File: config.mk
export PLATFORM = sky130hd
export DESIGN_NAME = plic_ctrl
export DESIGN_NICKNAME = d
export VERILOG_FILES = /design/src/core/plic_pkg.sv /design/src/core/plic_ctrl.sv
export SDC_FILE = /design/constraint.sdc
export NUM_CORES = 1
export LEC_CHECK = 0
export BUFFER_PORTS_ARGS = -buffer_cell sky130_fd_sc_hd__buf_2
export CAP_MARGIN = 10
export CELL_PAD_IN_SITES_DETAIL_PLACEMENT = 0
export CELL_PAD_IN_SITES_GLOBAL_PLACEMENT = 2
export CORE_ASPECT_RATIO = 0.5
export CORE_UTILIZATION = 30
export DETAILED_ROUTE_END_ITERATION = 10
export PLACE_DENSITY_LB_ADDON = 0.1
export SYNTH_ARGS = -nofsm -noshare
export SYNTH_HDL_FRONTEND = slang
export SYNTH_SLANG_ARGS = --single-unit
export TNS_END_PERCENT = 20
File: constraint.sdc
create_clock -name ref_clk -period 1.7 [get_ports ref_clk]
set_input_delay 0.34 -clock ref_clk [delete_from_list [all_inputs] [get_ports ref_clk]]
set_output_delay 0.34 -clock ref_clk [all_outputs]
set_load 0.02 [all_outputs]
File: src/core/plic_pkg.sv
// Purpose: Constants and types for the indicator select and interrupt control block
// Assumes: Registers reached by a simple 5-bit register port from the management engine
// Notes: Functional notes follow
//
// Functional notes
// - Indicator one selector, eight codes, default speed
// - Indicator zero same codes, 111 link, default activity
// - Sixteen-bit read-write receive error counter
// - Read clears flags when read-clear enabled
// - Re-setup off: write one clears, unless a new onset falls in the same cycle
// - Re-setup on: write one keeps active flag
// - Wake, power-down, autoneg enables reset zero
// - All interrupt config bits reset zero, RW
// - Eight further per-event interrupt enables
// - Eleven sticky event flags, cleared by write one or read
`default_nettype none
package plic_pkg;
    // ****************************************
    // Register offsets
    // ****************************************
    localparam logic [4:0] REG_IND_CTRL = 5'h14;
    localparam logic [4:0] REG_RXERR_CNT = 5'h15;
    localparam logic [4:0] REG_INT_CTRL = 5'h16;
    localparam logic [4:0] REG_INT_FLAGS = 5'h17;
    // ****************************************
    // Field positions and reset values
    // ****************************************
    localparam int IND1_LSB = 3;
    localparam int IND0_LSB = 0;
    localparam logic [15:0] IND_CTRL_RST = 16'h3fe9;
    localparam logic [15:0] INT_CTRL_RST = 16'h0000;
    localparam logic [15:0] RXERR_CNT_RST = 16'h0000; // Counter value after reset
    localparam logic [15:0] RXERR_CNT_MAX = 16'hffff; // Counter holds here, no wrap
    localparam int INT_OE_BIT = 15;
    localparam int INT_RDCLR_BIT = 14;
    localparam int INT_POL_BIT = 13;
    localparam int INT_AUTOCLR_BIT = 12;
    localparam int INT_RESETUP_BIT = 11;
    localparam int NUM_EVENTS = 11;
    // Indicator source codes
    typedef enum logic [2:0] {
        IND_LINK = 3'h0, IND_ACT = 3'h1, IND_TX = 3'h2, IND_RX = 3'h3,
        IND_COL = 3'h4, IND_SPEED = 3'h5, IND_FDX = 3'h6, IND_SPECIAL = 3'h7
    } plic_ind_sel_t;
    // Link state bundle feeding the indicators
    typedef struct packed {
        logic link;
        logic activity;
        logic transmit;
        logic receive;
        logic collision;
        logic speed100;
        logic fullDuplex;
    } plic_link_t;
    // Register port request
    typedef struct packed {
        logic rd;
        logic wr;
        logic [4:0] addr;
        logic [15:0] wdata;
    } plic_req_t;
endpackage
`default_nettype wire

File: src/core/plic_ctrl.sv
// Purpose: Indicator source select, receive error counter, interrupt flag control
// Assumes: Inputs synchronous to ref_clk; req.rd/req.wr are one-cycle strobes
// Notes: Event vector bit n matches flag register bit n (10 wake .. 0 link up)
`default_nettype none
module plic_ctrl
    import plic_pkg::*;
(
    input wire logic ref_clk,
    input wire logic rst,
    input wire plic_req_t req,
    output logic [15:0] rdata,
    input wire plic_link_t linkSt,
    input wire logic rxErrPulse,
    input wire logic [NUM_EVENTS-1:0] evtCond,
    output logic indicatorOne,
    output logic indicatorZero,
    output logic intOut,
    output logic intOe_n
);
    // ****************************************
    // Helpers
    // ****************************************
    // Map a selector code to its source level
    function automatic logic pickSrc(input logic [2:0] sel, input plic_link_t l,
                                     input logic specialVal);
        case (plic_ind_sel_t'(sel))
            IND_LINK: pickSrc = l.link;
            IND_ACT: pickSrc = l.activity;
            IND_TX: pickSrc = l.transmit;
            IND_RX: pickSrc = l.receive;
            IND_COL: pickSrc = l.collision;
            IND_SPEED: pickSrc = l.speed100;
            IND_FDX: pickSrc = l.fullDuplex;
            default: pickSrc = specialVal;
        endcase
    endfunction

    // ****************************************
    // State
    // ****************************************
    logic [15:0] indCtrl_q, indCtrl_d; // Indicator select register
    logic [15:0] rxErr_q, rxErr_d; // Receive error counter
    logic [15:0] intCtrl_q, intCtrl_d; // Interrupt config and enables
    logic [NUM_EVENTS-1:0] flags_q, flags_d; // Sticky event flags
    logic [NUM_EVENTS-1:0] evtPrev_q; // Condition of last cycle, for edges
    logic [15:0] rdata_d; // Read data next value
    logic ind1_q, ind0_q, int_q, oe_q; // Registered outputs
    logic ind1_d, ind0_d, int_d, oe_d; // Output next values
    logic [NUM_EVENTS-1:0] evtRise; // Condition onset
    logic anyPending; // Enabled flag set

    assign evtRise = evtCond & ~evtPrev_q;
    assign anyPending = |(flags_q & intCtrl_q[NUM_EVENTS-1:0]);

    // ****************************************
    // Next-state logic
    // ****************************************
    // Register writes, counter, flag update
    always_comb begin
        indCtrl_d = indCtrl_q;
        rxErr_d = rxErr_q;
        intCtrl_d = intCtrl_q;
        flags_d = flags_q;
        rdata_d = 16'h0000;
        // Counter saturates rather than wrapping; software clears by write
        if (rxErrPulse && (rxErr_q != RXERR_CNT_MAX)) begin
            rxErr_d = rxErr_q + 16'h0001;
        end
        if (req.wr) begin
            case (req.addr)
                REG_IND_CTRL: indCtrl_d = req.wdata;
                REG_RXERR_CNT: rxErr_d = req.wdata;
                REG_INT_CTRL: intCtrl_d = req.wdata;
                REG_INT_FLAGS: begin
                    // Write one clears; re-setup keeps flags whose cause persists
                    if (intCtrl_q[INT_RESETUP_BIT]) begin
                        flags_d = flags_q & ~(req.wdata[NUM_EVENTS-1:0] & ~evtCond);
                    end else begin
                        flags_d = flags_q & ~req.wdata[NUM_EVENTS-1:0];
                    end
                end
                default: ;
            endcase
        end
        if (req.rd) begin
            case (req.addr)
                REG_IND_CTRL: rdata_d = indCtrl_q;
                REG_RXERR_CNT: rdata_d = rxErr_q;
                REG_INT_CTRL: rdata_d = intCtrl_q;
                REG_INT_FLAGS: begin
                    rdata_d = {5'h00, flags_q};
                    if (intCtrl_q[INT_RDCLR_BIT]) begin
                        flags_d = 11'h000;
                    end
                end
                default: rdata_d = 16'h0000;
            endcase
        end
        // Condition gone with auto clear on drops the flag
        if (intCtrl_q[INT_AUTOCLR_BIT]) begin
            flags_d = flags_d & evtCond;
        end
        // New events win over any clear in the same cycle
        flags_d = flags_d | evtRise;
    end

    // ****************************************
    // Output next values
    // ****************************************
    // Pin levels worked out here, registered below so the pins never glitch
    always_comb begin
        ind1_d = pickSrc(indCtrl_q[IND1_LSB +: 3], linkSt, 1'b0);
        ind0_d = pickSrc(indCtrl_q[IND0_LSB +: 3], linkSt, linkSt.link);
        // Active level follows polarity; pin released when disabled
        int_d = intCtrl_q[INT_POL_BIT] ? anyPending : ~anyPending;
        oe_d = ~intCtrl_q[INT_OE_BIT];
    end

    // ****************************************
    // Registers
    // ****************************************
    always_ff @(posedge ref_clk) begin
        if (rst) begin
            indCtrl_q <= IND_CTRL_RST;
            rxErr_q <= RXERR_CNT_RST;
            intCtrl_q <= INT_CTRL_RST;
            flags_q <= 11'h000;
            evtPrev_q <= 11'h000;
            rdata <= 16'h0000;
            ind1_q <= 1'b0;
            ind0_q <= 1'b0;
            int_q <= 1'b0;
            oe_q <= 1'b1;
        end else begin
            indCtrl_q <= indCtrl_d;
            rxErr_q <= rxErr_d;
            intCtrl_q <= intCtrl_d;
            flags_q <= flags_d;
            evtPrev_q <= evtCond;
            rdata <= rdata_d;
            ind1_q <= ind1_d;
            ind0_q <= ind0_d;
            int_q <= int_d;
            oe_q <= oe_d;
        end
    end

    assign indicatorOne = ind1_q;
    assign indicatorZero = ind0_q;
    assign intOut = int_q;
    assign intOe_n = oe_q;

    // ****************************************
    // Assertions
    // ****************************************
    // Pin level tracks pending flags one cycle late, high polarity
    a_int_pin_level: assert property (@(posedge ref_clk) disable iff (rst)
        ##1 (!intOe_n && $past(intCtrl_q[INT_POL_BIT])) |-> (intOut == $past(anyPending)))
        else $error("interrupt level does not follow pending flags");
    // Low polarity shows the inverse of the same pending level
    a_int_low_level: assert property (@(posedge ref_clk) disable iff (rst)
        ##1 (!intOe_n && !$past(intCtrl_q[INT_POL_BIT])) |-> (intOut == !$past(anyPending)))
        else $error("low polarity level does not follow pending flags");
    // Disabled output leaves the pin to the board
    a_pin_released: assert property (@(posedge ref_clk) disable iff (rst)
        !intCtrl_q[INT_OE_BIT] |=> intOe_n)
        else $error("interrupt pin driven while disabled");
    // Enabled output drives the pin
    a_pin_driven: assert property (@(posedge ref_clk) disable iff (rst)
        intCtrl_q[INT_OE_BIT] |=> !intOe_n)
        else $error("interrupt pin not driven while enabled");
    // Code seven turns indicator one off whatever the link does
    a_ind1_off: assert property (@(posedge ref_clk) disable iff (rst)
        (indCtrl_q[IND1_LSB +: 3] == IND_SPECIAL) |=> !indicatorOne)
        else $error("indicator one not off for code 7");
    // Code seven on indicator zero shows link status instead
    a_ind0_link: assert property (@(posedge ref_clk) disable iff (rst)
        (indCtrl_q[IND0_LSB +: 3] == IND_SPECIAL) |=> (indicatorZero == $past(linkSt.link)))
        else $error("indicator zero not link status for code 7");
    // A write in the same cycle wins, so only unwritten cycles are checked
    a_cnt_incr: assert property (@(posedge ref_clk) disable iff (rst)
        (rxErrPulse && !req.wr && rxErr_q != RXERR_CNT_MAX)
        |=> (rxErr_q == $past(rxErr_q) + 16'h0001))
        else $error("receive error counter missed an error");
    // Counter holds at full scale instead of wrapping to zero
    a_cnt_saturate: assert property (@(posedge ref_clk) disable iff (rst)
        (rxErrPulse && !req.wr && rxErr_q == RXERR_CNT_MAX) |=> (rxErr_q == RXERR_CNT_MAX))
        else $error("receive error counter wrapped");
    // A read of the flags returns them as they stood at the read edge
    a_flag_read: assert property (@(posedge ref_clk) disable iff (rst)
        (req.rd && req.addr == REG_INT_FLAGS) |=> (rdata == {5'h00, $past(flags_q)}))
        else $error("flag read returned wrong value");
    // Every onset leaves its flag set, whatever clear falls with it
    a_flag_onset: assert property (@(posedge ref_clk) disable iff (rst)
        (evtRise != '0) |=> ((flags_q & $past(evtRise)) == $past(evtRise)))
        else $error("event onset did not set its flag");
    // Interrupt configuration reads back as it stands
    a_read_ctrl: assert property (@(posedge ref_clk) disable iff (rst)
        (req.rd && req.addr == REG_INT_CTRL) |=> (rdata == $past(intCtrl_q)))
        else $error("interrupt config read back wrong");
    // Read clear only checked when no onset races the read
    a_read_clear: assert property (@(posedge ref_clk) disable iff (rst)
        (req.rd && req.addr == REG_INT_FLAGS && intCtrl_q[INT_RDCLR_BIT] && evtRise == '0)
        |=> flags_q == '0)
        else $error("flags not cleared by read");
    // Plain read must not lose any flag
    a_read_keep: assert property (@(posedge ref_clk) disable iff (rst)
        (req.rd && !req.wr && !intCtrl_q[INT_RDCLR_BIT] && !intCtrl_q[INT_AUTOCLR_BIT])
        |=> (flags_q & $past(flags_q)) == $past(flags_q))
        else $error("flags lost on read without read clear");
    // Auto clear leaves no flag whose condition was low
    a_auto_clear: assert property (@(posedge ref_clk) disable iff (rst)
        intCtrl_q[INT_AUTOCLR_BIT] |=> (flags_q & ~$past(evtCond) & ~evtPrev_q) == '0)
        else $error("flag held after condition gone");
    // Re-setup keeps flags whose cause is still present
    a_resetup_keep: assert property (@(posedge ref_clk) disable iff (rst)
        (req.wr && req.addr == REG_INT_FLAGS && intCtrl_q[INT_RESETUP_BIT])
        |=> ((flags_q & $past(flags_q & evtCond)) == $past(flags_q & evtCond)))
        else $error("re-setup flag cleared while condition present");
    // Without re-setup a written one clears its flag; only cycles with no onset are checked
    a_w1c_clear: assert property (@(posedge ref_clk) disable iff (rst)
        (req.wr && req.addr == REG_INT_FLAGS && !intCtrl_q[INT_RESETUP_BIT] && evtRise == '0)
        |=> (flags_q & $past(req.wdata[NUM_EVENTS-1:0])) == '0)
        else $error("write one did not clear flag");
endmodule
`default_nettype wire

After elaboration in Yosys (flattened, before gate mapping) --
Cells that the tools add are included.
Storage, ports and cells: input bits 44, register bits after elaboration 90, logic and storage cells 62
Operators by class: $add $sub $neg 1, bitwise operators 14, equality and inequality tests 17, reductions and logical operators 6, muxes and demuxes 14
Operators with widths (count):
- 11-bit 2-to-1 mux | 7
- 11-bit bitwise AND | 6
- 16-bit case mux with 4 select lines | 1
- 16-bit 2-to-1 mux | 3
- 11-bit NOT | 4
- 5-bit == test, second input constant | 4
- 3-bit == test, second input constant | 6
- 16-bit by 1-bit adder with 16-bit output, second input constant | 1
- 16-bit inequality test, second input constant | 1
- 3-bit by 2-bit == test with 1-bit output, second input constant | 4
- 11-bit OR | 1
- 11-bit OR reduction | 1
- 1-bit case mux with 7 select lines | 1
- 3-bit by 1-bit == test with 1-bit output, second input constant | 2
- 1-bit case mux with 6 select lines | 1
- 2-bit AND reduction | 2
- 3-bit zero test | 1
- 1-bit NOT | 3
- 2-bit OR reduction | 1
- 1-bit logical AND | 1
- 1-bit 2-to-1 mux | 1

Depth between registers and ports, before layout --
word-level depth 13, depth in mapped cells 7, gate-level depth less buffers 5

Worst setup path after synthesis --
No wires, ideal clock.
kind register -> register, from reg rxErr_q[2], to reg rxErr_q[15], path buffers 0, stages on the path, launching flop included 5, data arrival time 1.721 ns, library setup time 0.091 ns, slack -0.111 ns, path through dfxtp_1 -> nand4_4 -> or3_4 -> or4_1 -> a311oi_1
Between the ends: word-level cells in the longest chain between the ends 5, elaborated cells between the ends (all ways) 6, classes of those cells 1 x add/sub; 1 x eq/ne; 3 x mux; 1 x reduce/logical
RTL lines:
- from (decl) | RTL line plic_ctrl.sv:42 | logic [15:0] rxErr_q, rxErr_d;
- from (signal assigned) | RTL line plic_ctrl.sv:136 | rxErr_q <= rxErr_d;
- parallel branches: the longest is 2 deep, another holds 16-bit by 1-bit adder with 16-bit output
- 16-bit 2-to-1 mux * | RTL line plic_ctrl.sv:66 | if (rxErrPulse && (rxErr_q != RXERR_CNT_MAX)) begin
- 16-bit 2-to-1 mux | RTL line plic_ctrl.sv:70 | case (req.addr)
- 16-bit 2-to-1 mux * | RTL line plic_ctrl.sv:69 | if (req.wr) begin
Mark *: on every way between the ends. A chain may end at the register's enable or synchronous reset.

Worst setup path in the final report --
from reg rxErr_q[0], to reg rxErr_q[5]
Same word-level chain as after synthesis.

==> run summary <==
STATUS
-------------------------------------------------------------------------------------
Result of the run                                                           completed

STA
-------------------------------------------------------------------------------------
Fmax                                                                        0.591 GHz
Setup repair after global routing missed its margin                               yes
Hold violation total from the final report                                          0
Headroom to the max-slew limit                                                  67.8%
Count of endpoints failing setup in the final report                                0
Final worst clock skew                                                     0.00625 ns
Number of slew-limit violations in the final report                                 0
Minimum clock period                                                          1.69 ns
Worst Max-Slew Pin Slew                                                      0.483 ns
Part of the cycle the worst path needs                                          99.5%
Hold Worst Slack                                                             0.264 ns

DETAILED ROUTING
-------------------------------------------------------------------------------------
DRT Wirelength                                                               14500 um
First-pass iteration count of the detailed router                                   5
Average via count per standard cell                                              5.31
DRC violations left                                                                 0
Post-route ant nets                                                                 0
Overall via count from detail_route                                              3972
Per-cell routed wire length                                                   19.3 um
Number of DRC markers in iteration 0                                              336

WORST SETUP PATH
-------------------------------------------------------------------------------------
Type of the worst setup path                                               reg -> reg
Capture point of the worst reg-to-reg path                               rxErr_q[5]$_SDFF_PP0_
Required time reported for the critical path endpoint                         1.94 ns
Top Family by Delay on Critical Path                                     simple AND/OR/NAND/NOR gates
Critical-path cell list                                                  ha_2 > nand4_1 > nor4_2 > buf_4 > or4_4 > a311oi_2
Total buffers and inverters traversed by the critical path                          1
Reg-to-reg startpoint                                                    rxErr_q[0]$_SDFF_PP0_
Delay contributed by the slowest stage of the critical path                   0.42 ns
CP Capture Type                                                                  flop
Critical Path AT                                                              1.93 ns
Register-to-register setup slack                                             0.008 ns
Slowest library cell on the worst path                                   sky130_fd_sc_hd__or4_4
CP max FO                                                                          10
Element type at the critical path start                                          flop
Number of logic stages on the critical path including buffering                     6
Logic depth of the worst register-to-register path                                  6

CLOCK TREE
-------------------------------------------------------------------------------------
CTS Root Buffer Type                                                     sky130_fd_sc_hd__clkbuf_16
Clock-pin slew of the registers on the worst-case setup and hold paths        0.06 ns
Clk_lat worst skew                                                            0.34 ns
CTS tree                                                                        built
Number of sinks handled by clock tree synthesis                                    90
H-Tree Level Count                                                                  3
CTS Buffer Depth                                                                    2
Total clock buffers created by CTS                                                  9

RUN
-------------------------------------------------------------------------------------
Maximum capacitance violations                                                      0

PWR
-------------------------------------------------------------------------------------
Largest voltage drop on the vdd net                                        0.000492 V
Static Leakage                                                                2.11 nW
Pwr Total                                                                     4.41 mW
Areal power density over the cells                                         849 mW/mm2

SYNTHESIS
-------------------------------------------------------------------------------------
Number of synthesized register bits                                                90
Fraction of post-synthesis cell area in the top cell type by area               45.1%
Top cells by area, synth                                                 sky130_fd_sc_hd__dfxtp_1 (45%), sky130_fd_sc_hd__nand2_1 (7.0%), sky130_fd_sc_hd__a21oi_1 (5.0%)
Post-synth design cell area                                               0.00400 mm2
Cell with the most instances after synthesis                             sky130_fd_sc_hd__dfxtp_1
Number of enable-type register cells in the synthesized netlist                     0
Most used standard cells in the synthesized netlist                      sky130_fd_sc_hd__dfxtp_1 (90), sky130_fd_sc_hd__nand2_1 (74), sky130_fd_sc_hd__a21oi_1 (40)
Warnings from Yosys                                                                 0
Gate count of the mapped netlist                                                  475
Synthesized area divided by synthesized cell count                           8.41 um2
Distinct cell type count of the synthesized netlist                                44
Post-synthesis sequential area ratio                                            45.1%
Post-synth top area cell                                                 sky130_fd_sc_hd__dfxtp_1
Proportion of synthesized flip-flops having asynchronous set or reset              0%
Ys flop type                                                             sky130_fd_sc_hd__dfxtp_1
Post-Synthesis Net Count                                                          520

FLOORPLANNING
-------------------------------------------------------------------------------------
Core Footprint                                                             0.0128 mm2
Starting Density                                                                31.2%
Die ar.                                                                    0.0138 mm2
Number of core rows                                                                29
Ports                                                                              64
Die boundary height                                                           83.6 um
Horiz. Die Dim                                                                 165 um

GRT
-------------------------------------------------------------------------------------
Wire length of the first global-routing pass                                 21900 um
Vias in the first global route                                                   3653
Global router's overall resource usage                                          21.5%
Number of antenna violations at the first check in global routing                   0
Pin count of the biggest net entering global routing                               62
Sum of overflow across all layers after global routing                              0

FINAL LAYOUT
-------------------------------------------------------------------------------------
Ant diodes                                                                          0
Layout cell share with drive strength beyond 1                                  26.8%
Final #Nets                                                                       620
Final design utilization                                                        40.5%
Area growth syn-to-layout                                                       30.0%

MIN PATH
-------------------------------------------------------------------------------------
Capture endpoint of the worst hold path                                  evtPrev_q[7]$_SDFF_PP0_
Worst hold path depth                                                               2
Path type of the worst min-delay path                                       in -> reg
Launch instance of the worst min-delay path                                evtCond[7]

PLACE
-------------------------------------------------------------------------------------
Global placement routability congestion                                         0.775
Port Buffers                                                                       63
Detail Placement HPWL                                                        10600 um

[sequential cells by signal, summed over array words and instances (netlist names)]
name	count
evtPrev_q	11
flags_q	11
indCtrl_q	16
indicatorOne	1
indicatorZero	1
intCtrl_q	16
intOe_n	1
intOut	1
rdata	16
rxErr_q	16
[where the power goes]
part	total, mW	switching, mW	internal, mW
clock network	1.81	0.803	1.01
registers	2.21	0.0392	2.17
logic	0.389	0.229	0.160
[cell families after synthesis]
| family | share of synthesized area [%] |
|---|---|
| flops | 45.1 |
| compound gates | 19.5 |
| fa+ha+maj | 0.313 |
| simple gates | 26.0 |
| xor+xnor | 0.219 |
| mux | 5.32 |
| buf+inv | 3.54 |
[worst max-delay path by stage]
stage	startpoint	to	slack, ns
3_5_place_dp	rxErr_q[0]$_SDFF_PP0_	rxErr_q[15]$_SDFF_PP0_	-0.09
6_report	rxErr_q[0]$_SDFF_PP0_	rxErr_q[5]$_SDFF_PP0_	0.008
4_1_cts	rxErr_q[0]$_SDFF_PP0_	rxErr_q[15]$_SDFF_PP0_	0.0003
5_1_grt	rxErr_q[0]$_SDFF_PP0_	rxErr_q[5]$_SDFF_PP0_	-0.05
3_3_place_gp	req[20]	rdata[1]$_SDFF_PP0_	-0.09
2_1_floorplan	rxErr_q[6]$_SDFF_PP0_	rxErr_q[15]$_SDFF_PP0_	-0.03
[cell usage in the layout, fill, tap and decap left out, drive strengths merged, types with 6 or more instances in the layout]
cell    Yosys  final
nand2b     11     11
nor2b      13     13
nor3        7      7
mux2i      19     19
a311oi      8      8
o221ai     11     11
nand3      33     33
nand2      74     74
dfxtp      90     90
a222oi     11     11
clkbuf     29     11
a21oi      40     40
o21ai      10     10
buf         3    121
nor2       39     39
and3        6      6
a31oi      12     12
[worst register-to-register path: stages, from the launching register on]
cell and delay (ns):
sky130_fd_sc_hd__dfxtp_2 0.33, sky130_fd_sc_hd__ha_2 0.20, sky130_fd_sc_hd__nand4_1 0.18, sky130_fd_sc_hd__nor4_2 0.05
sky130_fd_sc_hd__buf_4 0.16, sky130_fd_sc_hd__or4_4 0.42, sky130_fd_sc_hd__a311oi_2 0.25
[area by class of cell]
cell class / instances / area, um2
Fill cell: 1373 / 7620
Multi-Input combinational cell: 348 / 2110
Sequential cell: 90 / 1810
Timing Repair Buffer: 121 / 783
Clock buffer: 11 / 243
Tap cell: 170 / 213
Inverter: 5 / 18.8
Clock inverter: 3 / 17.5
[per-stage QoR]
| step | cells | cell area [um2] | setup slack (ns) | TNS, ns |
|---|---|---|---|---|
| 6_report | 748 | 5190 | 0.00825 | 0 |
| 5_1_grt | 748 | 5190 | -0.0459 | -0.167 |
| 4_1_cts | 748 | 5150 | 0.000266 | 0 |
| 3_5_place_dp | 734 | 4880 | -0.0930 | -0.174 |
| 3_3_place_gp | 734 | 4880 | -0.0947 | -0.157 |
| 2_1_floorplan | 475 | 4010 | -0.0294 | -0.0441 |
[metal layers]
metal  wire (um)  track usage (%)  up-vias
met1        7750             33.7     1926
met3         759             5.46        6
met2        5890             28.8       98
met4          65             4.17        0
met5           0                0        -
li1            -                -     1942
[timing repair]
item / CTS / global route
resized for setup: 4 / 10
buffers inserted: 0 / 0
pin swaps: 1 / 4
hold buffers: 0 / 0
setup endpoints to repair: 2 / 10
Power figures use the tool's default switching activity.
